===== src/hdl/dfhp_pkg.sv =====
package dfhp_pkg;
  // Word sizes of the host port, registers and remote port.
  localparam int WORD_W     = 18;
  localparam int REG_W      = 16;
  localparam int BYTE_W     = 9;
  localparam int FIFO_DEPTH = 16;
  localparam int CFG_COUNT  = 8;
  // Resource codes formed as {select high, select low}.
  localparam logic [1:0] RES_FIFO   = 2'h0;
  localparam logic [1:0] RES_BYPASS = 2'h1;
  localparam logic [1:0] RES_CONFIG = 2'h2;
  localparam logic [1:0] RES_CMD    = 2'h3;
  // Mode register location and its fields.
  localparam logic [2:0] CFG_MODE_IDX   = 3'h5;
  localparam logic [2:0] CFG_SPARE_IDX  = 3'h6;
  localparam logic [2:0] CFG_RESET4_IDX = 3'h4;
  localparam int         CASC_LSB       = 11;
  localparam int         CASC_MSB       = 12;
  localparam int         PERIPH_BIT     = 10;
  localparam logic [1:0] CASC_SLAVE     = 2'h2;
  localparam logic [1:0] CASC_MASTER    = 2'h3;
  localparam logic [15:0] CFG4_RESET    = 16'h6420;
  localparam logic [15:0] CFG_RESET     = 16'h0000;
  // Command word layout and opcodes.
  localparam int         OPC_LSB      = 8;
  localparam int         OPC_MSB      = 11;
  localparam int         OPR_MSB      = 2;
  localparam logic [3:0] OPC_RESET    = 4'h0;
  localparam logic [3:0] OPC_SEL_CFG  = 4'h1;
  localparam logic [3:0] OPC_DMA_DIR  = 4'h6;
  localparam logic [3:0] OPC_STAT_FMT = 4'h7;
  // Reset command operands.
  localparam logic [2:0] RST_BA   = 3'h1;
  localparam logic [2:0] RST_AB   = 3'h2;
  localparam logic [2:0] RST_BOTH = 3'h3;
  localparam logic [2:0] RST_ALL  = 3'h7;
  // Synchroniser reset values: host {sel_n, stb_n, dir, a1, a0}.
  localparam logic [4:0]  HCTL_IDLE = 5'h18;
  // Remote {clock, read_n, write_n, data[8:0]}.
  localparam logic [11:0] RPIN_IDLE = 12'h600;
endpackage


===== src/hdl/dfhp_top.sv =====
`timescale 1ns/1ps
// Word FIFO with independent read and write pointers and a flush.
module dfhp_fifo #(
  parameter int WIDTH = 18,
  parameter int DEPTH = 16
) (
  input  wire logic             clock,
  input  wire logic             reset_n,
  input  wire logic             flush,
  input  wire logic             in_valid,
  output logic                  in_ready,
  input  wire logic [WIDTH-1:0] in_data,
  output logic                  out_valid,
  input  wire logic             out_ready,
  output logic      [WIDTH-1:0] out_data
);
  localparam int AW = $clog2(DEPTH);
  logic [WIDTH-1:0] mem [DEPTH];
  logic [AW-1:0]    wr_ptr;
  logic [AW-1:0]    rd_ptr;
  logic [AW:0]      count;
  logic             push;
  logic             pop;

  // Full and empty come straight from the occupancy count.
  assign in_ready  = (count != (AW+1)'(DEPTH));
  assign out_valid = (count != '0);
  assign out_data  = mem[rd_ptr];
  assign push      = in_valid & in_ready;
  assign pop       = out_ready & out_valid;

  // Pointers wrap at DEPTH so a depth that is not a power of two works.
  always_ff @(posedge clock or negedge reset_n) begin
    if (!reset_n) begin
      wr_ptr <= '0;
      rd_ptr <= '0;
      count  <= '0;
    end else if (flush) begin
      wr_ptr <= '0;
      rd_ptr <= '0;
      count  <= '0;
    end else begin
      if (push) begin
        wr_ptr <= (wr_ptr == AW'(DEPTH - 1)) ? '0 : wr_ptr + 1'b1;
      end
      if (pop) begin
        rd_ptr <= (rd_ptr == AW'(DEPTH - 1)) ? '0 : rd_ptr + 1'b1;
      end
      count <= count + (AW+1)'(push) - (AW+1)'(pop);
    end
  end

  // Storage has no reset; only the pointers define its contents.
  always_ff @(posedge clock) begin
    if (push) begin
      mem[wr_ptr] <= in_data;
    end
  end
endmodule

// Operation
// - Two 18-bit FIFOs, one per direction, run at the same time.
// - Each FIFO owns separate read and write pointers.
// - Cascade field bits 12:11 of mode register; 00 means stand-alone.
// - Cascade value 10 makes a slave, 11 makes a master.
// - Slave handles first two remote bytes of four, master the next two.
// - Host processor controls everything; host control pins are inputs only.
// - Processor mode: remote control pins are inputs.
// - Peripheral mode: device drives remote control pins.
// - Stand-alone peripheral mode: every part drives its control pins.
// - Cascaded peripheral: master drives controls, slave takes inputs.
// - Select and address pins choose FIFO, bypass, config or command.
// - FIFO accesses move all 18 host bits including parity.
// - Bypass accesses use the low byte and its parity bit only.
// - Registers are 16 bits; parity bits play no part.
// - Bypass is a transceiver; remote controls are driven by the device.
// - Bypass is 9 bits per part; paired parts give 18.
// - Bypass only in peripheral mode, set by mode register bit 10; only bypass writes check it, bypass reads work in any mode.
// - Cascaded bypass write drives both remote buses together.
// - Cascaded bypass read returns each part's byte in its low lane.
// - Write data taken at strobe rise; read data shown from strobe fall.
// - Peripheral strobes are timed from the remote clock pin.
module dfhp_top #(
  parameter int WORD_W = dfhp_pkg::WORD_W,
  parameter int DEPTH  = dfhp_pkg::FIFO_DEPTH
) (
  input  wire logic              clock,
  input  wire logic              reset_n,
  input  wire logic              host_select_n,
  input  wire logic              host_strobe_n,
  input  wire logic              host_direction,
  input  wire logic              resource_sel_lo,
  input  wire logic              resource_sel_hi,
  input  wire logic [WORD_W-1:0] host_data_in,
  output logic      [WORD_W-1:0] host_data_out,
  output logic                   host_data_oe,
  output logic                   host_fifo_ready,
  input  wire logic              remote_clock,
  input  wire logic [8:0]        remote_data_in,
  output logic      [8:0]        remote_data_out,
  output logic                   remote_data_oe,
  input  wire logic              remote_read_n_in,
  output logic                   remote_read_n_out,
  output logic                   remote_read_n_oe,
  input  wire logic              remote_write_n_in,
  output logic                   remote_write_n_out,
  output logic                   remote_write_n_oe
);
  typedef enum logic {DFHP_IDLE, DFHP_HOLD} dfhp_drv_t;

  logic [4:0]        hc_s1, hc_s2;
  logic [WORD_W-1:0] hd_s1, hd_s2;
  logic [11:0]       rp_s1, rp_s2;
  logic              stb_q, rclk_q, out_q, in_q;
  logic              sel_n, hdir, host_rd, host_wr, rclk_rise;
  logic [1:0]        res;
  logic [15:0]       cfg [dfhp_pkg::CFG_COUNT];
  logic [2:0]        cfg_sel;
  logic              dma_dir, stat_fmt;
  logic              periph, is_slave, is_master, cascaded, drive_ctl;
  logic              cmd_wr, flush_ab, flush_ba, sw_all;
  logic [3:0]        opc;
  logic [2:0]        opr;
  logic              ab_in_ready, ab_out_valid, ab_pop;
  logic [WORD_W-1:0] ab_out_data;
  logic              ba_in_ready, ba_out_valid, ba_push, ba_pop;
  logic [WORD_W-1:0] ba_out_data, ba_word;
  logic [15:0]       status;
  logic [8:0]        rbyte, odd_byte, byp_byte;
  logic              odd_valid, byp_pend;
  logic [1:0]        grp_out, grp_in;
  logic              turn_out, turn_in, out_n, in_n, out_end, in_end;
  logic              drv_rd_n, drv_wr_n;
  dfhp_drv_t         drv_state;

  // Every pin passes two flops; only the second stage is read by logic.
  always_ff @(posedge clock or negedge reset_n) begin
    if (!reset_n) begin
      hc_s1 <= dfhp_pkg::HCTL_IDLE;
      hc_s2 <= dfhp_pkg::HCTL_IDLE;
      hd_s1 <= '0;
      hd_s2 <= '0;
      rp_s1 <= dfhp_pkg::RPIN_IDLE;
      rp_s2 <= dfhp_pkg::RPIN_IDLE;
    end else begin
      hc_s1 <= {host_select_n, host_strobe_n, host_direction,
                resource_sel_hi, resource_sel_lo};
      hc_s2 <= hc_s1;
      hd_s1 <= host_data_in;
      hd_s2 <= hd_s1;
      rp_s1 <= {remote_clock, remote_read_n_in, remote_write_n_in,
                remote_data_in};
      rp_s2 <= rp_s1;
    end
  end

  // Delayed copies for edge detection of the strobes and remote clock.
  always_ff @(posedge clock or negedge reset_n) begin
    if (!reset_n) begin
      stb_q  <= 1'b1;
      rclk_q <= 1'b0;
      out_q  <= 1'b1;
      in_q   <= 1'b1;
    end else begin
      stb_q  <= hc_s2[3];
      rclk_q <= rp_s2[11];
      out_q  <= out_n;
      in_q   <= in_n;
    end
  end

  assign sel_n     = hc_s2[4];
  assign hdir      = hc_s2[2];
  assign res       = hc_s2[1:0];
  assign host_wr   = ~sel_n & ~stb_q & hc_s2[3] & ~hdir;
  assign host_rd   = ~sel_n & stb_q & ~hc_s2[3] & hdir;
  assign rclk_rise = rp_s2[11] & ~rclk_q;
  assign rbyte     = rp_s2[8:0];

  assign is_slave  = cfg[dfhp_pkg::CFG_MODE_IDX][dfhp_pkg::CASC_MSB:
                     dfhp_pkg::CASC_LSB] == dfhp_pkg::CASC_SLAVE;
  assign is_master = cfg[dfhp_pkg::CFG_MODE_IDX][dfhp_pkg::CASC_MSB:
                     dfhp_pkg::CASC_LSB] == dfhp_pkg::CASC_MASTER;
  assign cascaded  = is_slave | is_master;
  assign periph    = cfg[dfhp_pkg::CFG_MODE_IDX][dfhp_pkg::PERIPH_BIT];
  assign drive_ctl = periph & ~is_slave;

  // Command decode; operand and opcode share one host write.
  assign opc      = hd_s2[dfhp_pkg::OPC_MSB:dfhp_pkg::OPC_LSB];
  assign opr      = hd_s2[dfhp_pkg::OPR_MSB:0];
  assign cmd_wr   = host_wr & (res == dfhp_pkg::RES_CMD);
  assign sw_all   = cmd_wr & (opc == dfhp_pkg::OPC_RESET) &
                    (opr == dfhp_pkg::RST_ALL);
  assign flush_ab = sw_all | (cmd_wr & (opc == dfhp_pkg::OPC_RESET) &
                    ((opr == dfhp_pkg::RST_AB) | (opr == dfhp_pkg::RST_BOTH)));
  assign flush_ba = sw_all | (cmd_wr & (opc == dfhp_pkg::OPC_RESET) &
                    ((opr == dfhp_pkg::RST_BA) | (opr == dfhp_pkg::RST_BOTH)));

  // Register file; a software reset-all leaves the spare register alone.
  always_ff @(posedge clock or negedge reset_n) begin
    if (!reset_n) begin
      for (int i = 0; i < dfhp_pkg::CFG_COUNT; i++) begin
        cfg[i] <= (i == 4) ? dfhp_pkg::CFG4_RESET : dfhp_pkg::CFG_RESET;
      end
      cfg_sel <= '0;
    end else if (sw_all) begin
      for (int i = 0; i < dfhp_pkg::CFG_COUNT; i++) begin
        if (i != 6) begin
          cfg[i] <= (i == 4) ? dfhp_pkg::CFG4_RESET : dfhp_pkg::CFG_RESET;
        end
      end
    end else if (cmd_wr && opc == dfhp_pkg::OPC_SEL_CFG) begin
      cfg_sel <= opr;
    end else if (host_wr && res == dfhp_pkg::RES_CONFIG) begin
      cfg[cfg_sel] <= hd_s2[15:0];
    end
  end

  // Direction and status format survive software resets by design.
  always_ff @(posedge clock or negedge reset_n) begin
    if (!reset_n) begin
      dma_dir  <= 1'b0;
      stat_fmt <= 1'b0;
    end else if (cmd_wr) begin
      if (opc == dfhp_pkg::OPC_DMA_DIR && periph) begin
        dma_dir <= opr[0];
      end
      if (opc == dfhp_pkg::OPC_STAT_FMT) begin
        stat_fmt <= opr[0];
      end
    end
  end

  dfhp_fifo #(.WIDTH(WORD_W), .DEPTH(DEPTH)) u_ab_fifo (
    .clock    (clock),
    .reset_n  (reset_n),
    .flush    (flush_ab),
    .in_valid (host_wr && res == dfhp_pkg::RES_FIFO),
    .in_ready (ab_in_ready),
    .in_data  (hd_s2),
    .out_valid(ab_out_valid),
    .out_ready(ab_pop),
    .out_data (ab_out_data)
  );
  dfhp_fifo #(.WIDTH(WORD_W), .DEPTH(DEPTH)) u_ba_fifo (
    .clock    (clock),
    .reset_n  (reset_n),
    .flush    (flush_ba),
    .in_valid (ba_push),
    .in_ready (ba_in_ready),
    .in_data  (ba_word),
    .out_valid(ba_out_valid),
    .out_ready(ba_pop),
    .out_data (ba_out_data)
  );
  assign host_fifo_ready = ab_in_ready;
  assign ba_pop = host_rd & (res == dfhp_pkg::RES_FIFO) & ba_out_valid;

  // Upper byte is common; the low byte depends on the status format.
  assign status = {stat_fmt, odd_valid, 2'h0, ~ab_out_valid, ~ab_in_ready,
                   ~ba_out_valid, ~ba_in_ready,
                   stat_fmt ? {3'h0, dma_dir, ~ab_out_valid, ~ab_in_ready,
                               ~ba_out_valid, ~ba_in_ready}
                            : odd_byte[7:0]};

  always_ff @(posedge clock or negedge reset_n) begin
    if (!reset_n) begin
      host_data_out <= '0;
    end else if (host_rd) begin
      case (res)
        dfhp_pkg::RES_FIFO:   host_data_out <= ba_out_valid ? ba_out_data : '0;
        dfhp_pkg::RES_BYPASS: host_data_out <= {1'b0, rbyte[8], 8'h00,
                                                rbyte[7:0]};
        dfhp_pkg::RES_CONFIG: host_data_out <= {2'h0, cfg[cfg_sel]};
        default:              host_data_out <= {2'h0, status};
      endcase
    end
  end

  // drive only while selected and strobed.
  always_ff @(posedge clock or negedge reset_n) begin
    if (!reset_n) begin
      host_data_oe <= 1'b0;
    end else begin
      host_data_oe <= host_rd | (host_data_oe & ~sel_n & ~hc_s2[3] & hdir);
    end
  end

  // bypass byte leaves through driven strobes.
  always_ff @(posedge clock or negedge reset_n) begin
    if (!reset_n) begin
      byp_pend <= 1'b0;
      byp_byte <= '0;
    end else if (host_wr && res == dfhp_pkg::RES_BYPASS && periph) begin
      byp_pend <= 1'b1;
      byp_byte <= {hd_s2[16], hd_s2[7:0]};
    end else if (out_end) begin
      byp_pend <= 1'b0;
    end
  end

  // peripheral strobes step on remote clock rises.
  always_ff @(posedge clock or negedge reset_n) begin
    if (!reset_n) begin
      drv_state <= DFHP_IDLE;
      drv_rd_n  <= 1'b1;
      drv_wr_n  <= 1'b1;
    end else if (!drive_ctl) begin
      drv_state <= DFHP_IDLE;
      drv_rd_n  <= 1'b1;
      drv_wr_n  <= 1'b1;
    end else if (rclk_rise) begin
      case (drv_state)
        DFHP_IDLE: begin
          if (byp_pend || (dma_dir && (ab_out_valid || !turn_out))) begin
            drv_wr_n  <= 1'b0;
            drv_state <= DFHP_HOLD;
          end else if (!dma_dir && ba_in_ready) begin
            drv_rd_n  <= 1'b0;
            drv_state <= DFHP_HOLD;
          end
        end
        DFHP_HOLD: begin
          drv_rd_n  <= 1'b1;
          drv_wr_n  <= 1'b1;
          drv_state <= DFHP_IDLE;
        end
        default: drv_state <= DFHP_IDLE;
      endcase
    end
  end

  // processor mode reads pins as inputs.
  assign out_n = drive_ctl ? drv_wr_n : (periph ? rp_s2[9] : rp_s2[10]);
  assign in_n  = drive_ctl ? drv_rd_n : (periph ? rp_s2[10] : rp_s2[9]);
  assign out_end = out_n & ~out_q;
  assign in_end  = in_n & ~in_q;
  assign remote_read_n_out  = drv_rd_n;
  assign remote_write_n_out = drv_wr_n;
  assign remote_read_n_oe   = drive_ctl;
  assign remote_write_n_oe  = drive_ctl;

  // slave owns bytes 0-1, master bytes 2-3.
  assign turn_out = ~cascaded | (is_slave ? ~grp_out[1] : grp_out[1]);
  assign turn_in  = ~cascaded | (is_slave ? ~grp_in[1] : grp_in[1]);

  // Byte counters run on every bus byte except bypass writes so both parts stay in step.
  always_ff @(posedge clock or negedge reset_n) begin
    if (!reset_n) begin
      grp_out <= '0;
    end else if (flush_ab) begin
      grp_out <= '0;
    end else if (out_end && !byp_pend) begin
      grp_out <= grp_out + 2'h1;
    end
  end
  always_ff @(posedge clock or negedge reset_n) begin
    if (!reset_n) begin
      grp_in <= '0;
    end else if (flush_ba) begin
      grp_in <= '0;
    end else if (in_end) begin
      grp_in <= grp_in + 2'h1;
    end
  end

  // A word leaves after its high byte; low byte first on the remote bus.
  assign ab_pop = out_end & ~byp_pend & turn_out & grp_out[0] & ab_out_valid;

  // each part carries 9 bits of bypass.
  // bypass byte driven regardless of turn.
  always_ff @(posedge clock or negedge reset_n) begin
    if (!reset_n) begin
      remote_data_out <= '0;
    end else if (byp_pend) begin
      remote_data_out <= byp_byte;
    end else begin
      remote_data_out <= grp_out[0] ? {ab_out_data[17], ab_out_data[15:8]}
                                    : {ab_out_data[16], ab_out_data[7:0]};
    end
  end
  assign remote_data_oe = ~out_n & (byp_pend | turn_out);

  // Odd byte holds the low half until its partner arrives.
  always_ff @(posedge clock or negedge reset_n) begin
    if (!reset_n) begin
      odd_byte  <= '0;
      odd_valid <= 1'b0;
    end else if (flush_ba) begin
      odd_valid <= 1'b0;
    end else if (in_end && turn_in) begin
      if (!grp_in[0]) begin
        odd_byte  <= rbyte;
        odd_valid <= 1'b1;
      end else begin
        odd_valid <= 1'b0;
      end
    end
  end
  // A full FIFO drops the word; peripheral mode never strobes then.
  assign ba_word = {rbyte[8], odd_byte[8], rbyte[7:0], odd_byte[7:0]};
  assign ba_push = in_end & turn_in & grp_in[0];
endmodule

===== config.mk =====
export PLATFORM = sky130hd
export DESIGN_NAME = dfhp_top
export DESIGN_NICKNAME = d
export VERILOG_FILES = /design/src/hdl/dfhp_pkg.sv /design/src/hdl/dfhp_top.sv
export SDC_FILE = /design/constraint.sdc
export NUM_CORES = 1
export LEC_CHECK = 0
export ABC_AREA = 1
export BUFFER_PORTS_ARGS = -buffer_cell sky130_fd_sc_hd__buf_2
export CAP_MARGIN = 5
export CORE_MARGIN = 5
export CORE_UTILIZATION = 50
export DETAILED_ROUTE_END_ITERATION = 8
export PLACE_DENSITY = 0.62
export SYNTH_ARGS = -nofsm -noshare
export SYNTH_HDL_FRONTEND = slang
export SYNTH_SLANG_ARGS = --single-unit

===== constraint.sdc =====
create_clock -name clock -period 5.8 [get_ports clock]
set_input_delay 0.29 -clock clock [delete_from_list [all_inputs] [get_ports clock]]
set_output_delay 0.29 -clock clock [all_outputs]
set_load 0.01 [all_outputs]

==> results of run 1 <==
[registers in the layout (all words and copies together) (netlist names), 5 cells and up]
name	flops
hd_s2	18
odd_byte	9
u_ba_fifo.count	5
rp_s2	12
rp_s1	12
u_ba_fifo.mem	288
u_ab_fifo.count	5
hc_s2	5
u_ab_fifo.mem	288
host_data_out	18
hc_s1	5
byp_byte	9
hd_s1	18
cfg	128
remote_data_out	9
[worst register-to-register path: stages (launching register included)]
cell     delay, ns
dfrtp_1       0.40
inv_1         0.08
nand2_1       0.07
nand2_1       0.10
inv_2         0.12
nand2_1       0.06
nand2_1       0.23
nand3_1       0.21
nor2_2        0.23
nand2_1       0.17
inv_1         0.09
ha_1          0.22
inv_1         0.06
ha_1          0.17
inv_1         0.06
fa_1          0.42
o21ai_0       0.18
a21oi_1       0.09
xor2_1        0.15
nor2_1        0.05
[logic make-up (layout without fill, tap and decap cells)]
logic type	count (synthesis)	after routing
AO/OA/AOI/OAI	325	325
XOR/XNOR	12	12
adder cells (fa/ha/maj)	24	24
buffers and inverters	512	666
flip-flops	864	864
multiplexers	4	4
AND/OR/NAND/NOR	1958	1958
[power by group]
part | total, W | internal, W | leakage, nW | switching (W)
clock network | 0.00588 | 0.00338 | 1.48 | 0.00250
logic | 0.00328 | 0.000999 | 7.37 | 0.00228
registers | 0.00739 | 0.00697 | 8.89 | 0.000422
[area by class of cell]
| class | count | share of cell area |
|---|---|---|
| sequential | 864 | 0.591 |
| multi-input combinational | 2323 | 0.248 |
| clock buffer | 124 | 0.0603 |
| inverter | 330 | 0.0300 |
| tap | 959 | 0.0289 |
| timing repair buffer | 164 | 0.0282 |
| clock inverter | 48 | 0.0132 |
[cell usage after synthesis (4+ instances only)]
master    number
a21oi_1      168
buf_1         24
buf_2         41
buf_4          8
clkbuf_1     106
clkinv_1       9
dfrtp_1      271
dfstp_2       17
edfxtp_1     576
ha_1          22
inv_1        313
inv_2          8
nand2_1     1285
nand2_2        4
nand3_1      366
nand4_1       38
nor2_1       221
nor2_2         5
nor3_1         8
o211ai_1       8
o21ai_0      130
o22ai_1        9
o31ai_1        5
or2_0         16
xor2_1        10
[stage by stage]
stage / utilization / cell area (um2) / hold slack [ns] / cells
2_1_floorplan: - / 36700 / -0.00559 / 3699
3_3_place_gp: 0.522 / 38100 / 0.304 / 4604
3_5_place_dp: 0.522 / 38100 / 0.300 / 4604
4_1_cts: 0.569 / 41500 / 0.172 / 4812
5_1_grt: 0.569 / 41500 / 0.249 / 4812
6_report: 0.569 / 41500 / 0.210 / 4812
[path summary, 6_finish.rpt]
path | startpoint | to | slack (ns) | cells after the start
max | cfg[43] | u_ab_fifo.count[4] | 2.50 | 19
min | reset_n | host_data_out[10] | 0.21 | 2
max in group asynchronous | reset_n | u_ab_fifo.wr_ptr[0] | 4.18 | 3
max reg2reg | cfg[43] | u_ab_fifo.count[4] | 2.50 | 19
min in group clock | remote_read_n_in | rp_s1[10] | 0.26 | 2
min reg2reg | hd_s1[9] | hd_s2[9] | 0.34 | 0
[what timing repair did]
item | in CTS | in global routing
hold endpoints to repair | 108 | 0
setup endpoints to repair | 0 | 0
resized for setup | 0 | 0
hold buffers | 36 | 0
[routing by layer]
metal | part of all wire | up-vias | global-route usage
met5 | 0.000071 | - | 0
met1 | 0.43 | 12542 | 0.358
met3 | 0.076 | 200 | 0.0438
li1 | - | 12322 | -
met2 | 0.45 | 926 | 0.385
met4 | 0.036 | 2 | 0.0898
==> reports/results.ini, run 1 <==
[yosys]
synth_top_area_cell = edfxtp_1
synth.mux.area_fraction = 0.00112
ys_warn_count = 0
syn_avg_cell_area_um2 = 9.93
syn_inst = 3699
synth_ff_type = edfxtp_1
synth-xor-area-share = 0.00286
synth_cell_types = 42
ys_async_sr_fraction = 0.333
synth_top_family_by_area = simple AND/OR/NAND/NOR gates
synth_edf_count = 576
synthesis.nets = 3760
ys_ff_latch = 864
synthAdderAreaFrac = 0.00858
synth_area_leaders = edfxtp_1 47%, dfrtp_1 18%, nand2_1 13%
seq_area_frac_synth = 0.667
syn-cell-area_mm2 = 0.0367
synth_compound_area_frac = 0.0459
yosysTopAreaCellShare = 0.471
synthSimpleGateAreaFrac = 0.219

[grt]
grt_antenna_before_repair = 3
grt_max_degree = 147
grt_pass1_wl_mm = 151
grt.overflow.total = 0
grt_usage = 0.249
first_global_vias = 25289

[clock_network]
root_buffer = clkbuf_16
cts.sinks = 864
clock_latency_ns = 0.67
htreeDepth = 3
postCtsSetupBuffers = 0
cts_tree = done
numCtsBuffers = 91
clkTransAtPathRegs_ns = 0.07
clk_path_buf_depth = 3

[setup_path]
path_buf_inv = 5
cp_top_family = simple AND/OR/NAND/NOR gates
cp_slowest_stage_delay_ns = 0.42
worstSetupStartpointType = flip-flop
critPathMostFrequentCell = nand2_1
crit_type = flip-flop to flip-flop
required_ns = 6.33
critical_path.max_fanout = 6
arrival_ns = 3.84
worstPathCellList = inv_1 > nand2_1 > nand2_1 > inv_2 > nand2_1 > nand2_1 > nand3_1 > nor2_2 > nand2_1 > inv_1 > ha_1 > inv_1 > ha_1 > inv_1 > fa_1 > o21ai_0 > a21oi_1 > xor2_1 > nor2_1
cpMaxStageDelayCell = fa_1
endpoint_kind = flip-flop

[layout]
nFillCells = 6204
syn_to_final_growth_pct = 12.9
multi_input_area_mm2 = 0.0103
antenna_cells = 0
mostFrequentLayoutCell = nand2_1
final_cell_mix = 1285 x nand2_1, 576 x edfxtp_1, 366 x nand3_1
register_area_mm2 = 0.0245
drive_gt1_frac = 0.0903
final_nets = 3835

[routing]
routedWlPerCell_um = 20.4
viasPerCell = 5.40
vias = 25992
totalWireLength_mm = 98.0
dr.pass1.iters = 6
drtIter0Drc = 2672
drtAntennaViolNets = 0
drc = 0

[worst_hold_path]
min_path_type = primary input to async pin

[floorplan]
core_area_mm2 = 0.0730
die-area_mm2 = 0.0790
die_x_um = 281
row_count = 99
chipHeight_um = 281
io_pins = 71
start_util = 0.504

[timing]
setup_ws_ns = 2.50
finalHoldViolations = 0
fmax_mhz = 303
rsz0062_at_grt = no
final.setup.tns_ns = 0
slew_headroom = 0.193
period_needed_ns = 3.30
fin_skew_ns = 0.0434
fin_crit_sh = 0.570
slew_violations = 0
worst_pin_slew_ns = 1.21
setup_viol = 0

[placement]
port_buffers = 70
gp_congestion = 0.866
dp_slack_ns = 2.54
dp_hpwl_mm = 57.1

[run_status]
outcome = finished, final reports clean

[power_and_ir_drop]
finalPower_w = 0.0165
leakage_nw = 17.7
powerDensity_mw_per_mm2 = 399
peakVddDrop_v = 0.000333

[run]
drv_cap = 0

Power figures use the tool's default switching activity.
==> run 2: changes to the inputs <==
==> constraint.sdc (replaced) <==
create_clock -name clock -period 3.2 [get_ports clock]
set_input_delay 0.16 -clock clock [delete_from_list [all_inputs] [get_ports clock]]
set_output_delay 0.16 -clock clock [all_outputs]
set_load 0.01 [all_outputs]
==> run 2 against run 1 <==
  * Clock power is 72% higher
  * Critical path depth is 3 lower
  * Sequential share of layout area is 0.50 points lower
  * Utilization is 0.49 points higher
  * Fmax is 11% higher
  * First-iteration DRC count is 5.3% lower
  * Clock skew is 0.018 ns lower
  * Critical endpoint is now u_ba_fifo.count[4]
  * Via count is 0.36% higher
  * Power is 79% higher
  * Register-to-register slack worse by 2.3 ns
==> reports/results.ini, run 2 (synthesized netlist as in run 1, its figures left out) <==
[run_status]
outcome = finished, final reports clean

[layout]
fin_util = 0.574
largestRegisters = u_ab_fifo.mem: 288 flops, u_ba_fifo.mem: 288 flops, cfg: 128 flops
stdcell_count = 4861
multi_input_area_mm2 = 0.0103
final_cell_mix = 1284 x nand2_1, 576 x edfxtp_1, 366 x nand3_1
drive_gt1_frac = 0.105
register_area_mm2 = 0.0245
final_nets = 3892
final_cell_area_mm2 = 0.0419
syn_to_final_growth_pct = 13.9
nFillCells = 6227
antenna_cells = 0
mostFrequentLayoutCell = nand2_1

[grt]
grt_usage = 0.248
grt_antenna_before_repair = 0
first_global_vias = 25255
grt_pass1_wl_mm = 151
grtUsageMet3 = 0.0331
grt_util_met2 = 0.403
use_met1 = 0.353
grt.overflow.total = 0
grt_max_degree = 148
grt-busiest-layer = met2

[placement]
place_area_mm2 = 0.0386
dp_hpwl_mm = 59.5
gp_congestion = 0.872
port_buffers = 70
dpl.cell_count = 4662

[setup_path]
crit_end = u_ba_fifo.count[4]
critical_path.max_fanout = 9
critPathLaunch = u_ba_fifo.count[3]
endpoint_kind = flip-flop
reg2reg_setup_slack_ns = 0.21
timing.rr.end = u_ba_fifo.count[4]
required_ns = 3.72
reg2reg_from = u_ba_fifo.count[3]
arrival_ns = 3.51
r2r.worst_path.cells = 16
worstSetupStartpointType = flip-flop
crit_type = flip-flop to flip-flop

[routing]
drtIter0Drc = 2530
drtAntennaViolNets = 0
totalWireLength_mm = 97.9
routedWlPerCell_um = 20.1
viasPerCell = 5.37
dr.pass1.iters = 6
vias = 26086
drc = 0

[clock_network]
clkTransAtPathRegs_ns = 0.07
cts_tree = done
cts.sinks = 864
clock_latency_ns = 0.64
clk_path_buf_depth = 3
htreeDepth = 3
root_buffer = clkbuf_16
numCtsBuffers = 88

[timing]
period_needed_ns = 2.99
fmax_mhz = 334
slew_violations = 0
fin_crit_sh = 0.934
rsz0062_at_grt = no
worst_pin_slew_ns = 0.893
final.setup.tns_ns = 0
slew_headroom = 0.401
finalHoldViolations = 0
setup_viol = 0
whs_ns = 0.138
fin_skew_ns = 0.0255

[floorplan]
start_util = 0.504
io_pins = 71
die_x_um = 281
row_count = 99
die-area_mm2 = 0.0790
chipHeight_um = 281
core_area_mm2 = 0.0730

[run]
drv_cap = 0

[power_and_ir_drop]
powerDensity_mw_per_mm2 = 709
peakVddDrop_v = 0.000550
leakage_nw = 18.0

[worst_hold_path]
min_path_type = primary input to async pin

[run 2: cell types whose count changed in the layout (fill, tap and decap cells not counted), moves of 2 or more]
cell,change
clkinv_16,-3
buf_12,+11
clkbuf_16,-3
nor2_4,-4
nor2_2,+4
clkinv_1,-7
bufinv_16,-2
clkbuf_1,-3
clkinvlp_4,+4
buf_4,+49
[run 2: power by group]
group          internal [W]  total [W]  switching [W]
Combinational       0.00193    0.00637        0.00444
Clock               0.00576     0.0101        0.00433
Sequential           0.0126     0.0132       0.000589
[run 2: through the flow]
stage	power, W	worst slack, ns
floorplan	0.0173	0.438
global placement	0.0197	0.259
detailed placement	0.0198	0.224
CTS	0.0299	0.193
global route	0.0312	0.0280
finish	0.0297	0.210
[run 2: layout make-up]
cell class | count | share of cell area
clock buffer | 119 | 0.0580
clock inverter | 42 | 0.00975
inverter | 330 | 0.0297
multi-input combinational | 2323 | 0.246
sequential | 864 | 0.586
tap | 959 | 0.0287
timing repair buffer | 224 | 0.0420
[run 2: worst min-delay path by stage]
stage / slack [ns] / to / cells past startpoint / from
final: 0.14 / hc_s1[0] / 2 / reset_n
after global routing: 0.14 / rp_s1[9] / 2 / remote_write_n_in
after CTS: 0.12 / hc_s1[1] / 2 / resource_sel_hi
after detailed placement: 0.26 / hc_s1[1] / 1 / reset_n
after global placement: 0.25 / hc_s1[1] / 1 / reset_n
after floorplan: -0.14 / byp_byte[0] / 0 / reset_n
[run 2: what timing repair did]
action                                 in CTS  in global routing
hold buffers                               36                  0
endpoints found under the hold margin     124                  0
setup endpoints to repair                   0                  1
setup buffers                               0                  2
gates resized for setup                     0                  3
[run 2: per-layer routing]
metal  up-vias  part of all wire
met5         -                 0
met4         0             0.029
met3       175             0.064
met2       847              0.48
met1     12654              0.43
li1      12410                 -
[run 2: critical path, stage by stage (launching register included)]
cell     delay (ns)
dfrtp_1        0.37
inv_1          0.07
ha_1           0.20
nand4_1        0.15
nand2_1        0.09
nor2_1         0.54
ha_1           0.22
inv_1          0.04
ha_1           0.20
fa_1           0.43
nand2_1        0.09
inv_1          0.05
nor2_1         0.08
nor2_1         0.04
nor2_1         0.12
xor2_1         0.15
nor2_1         0.05
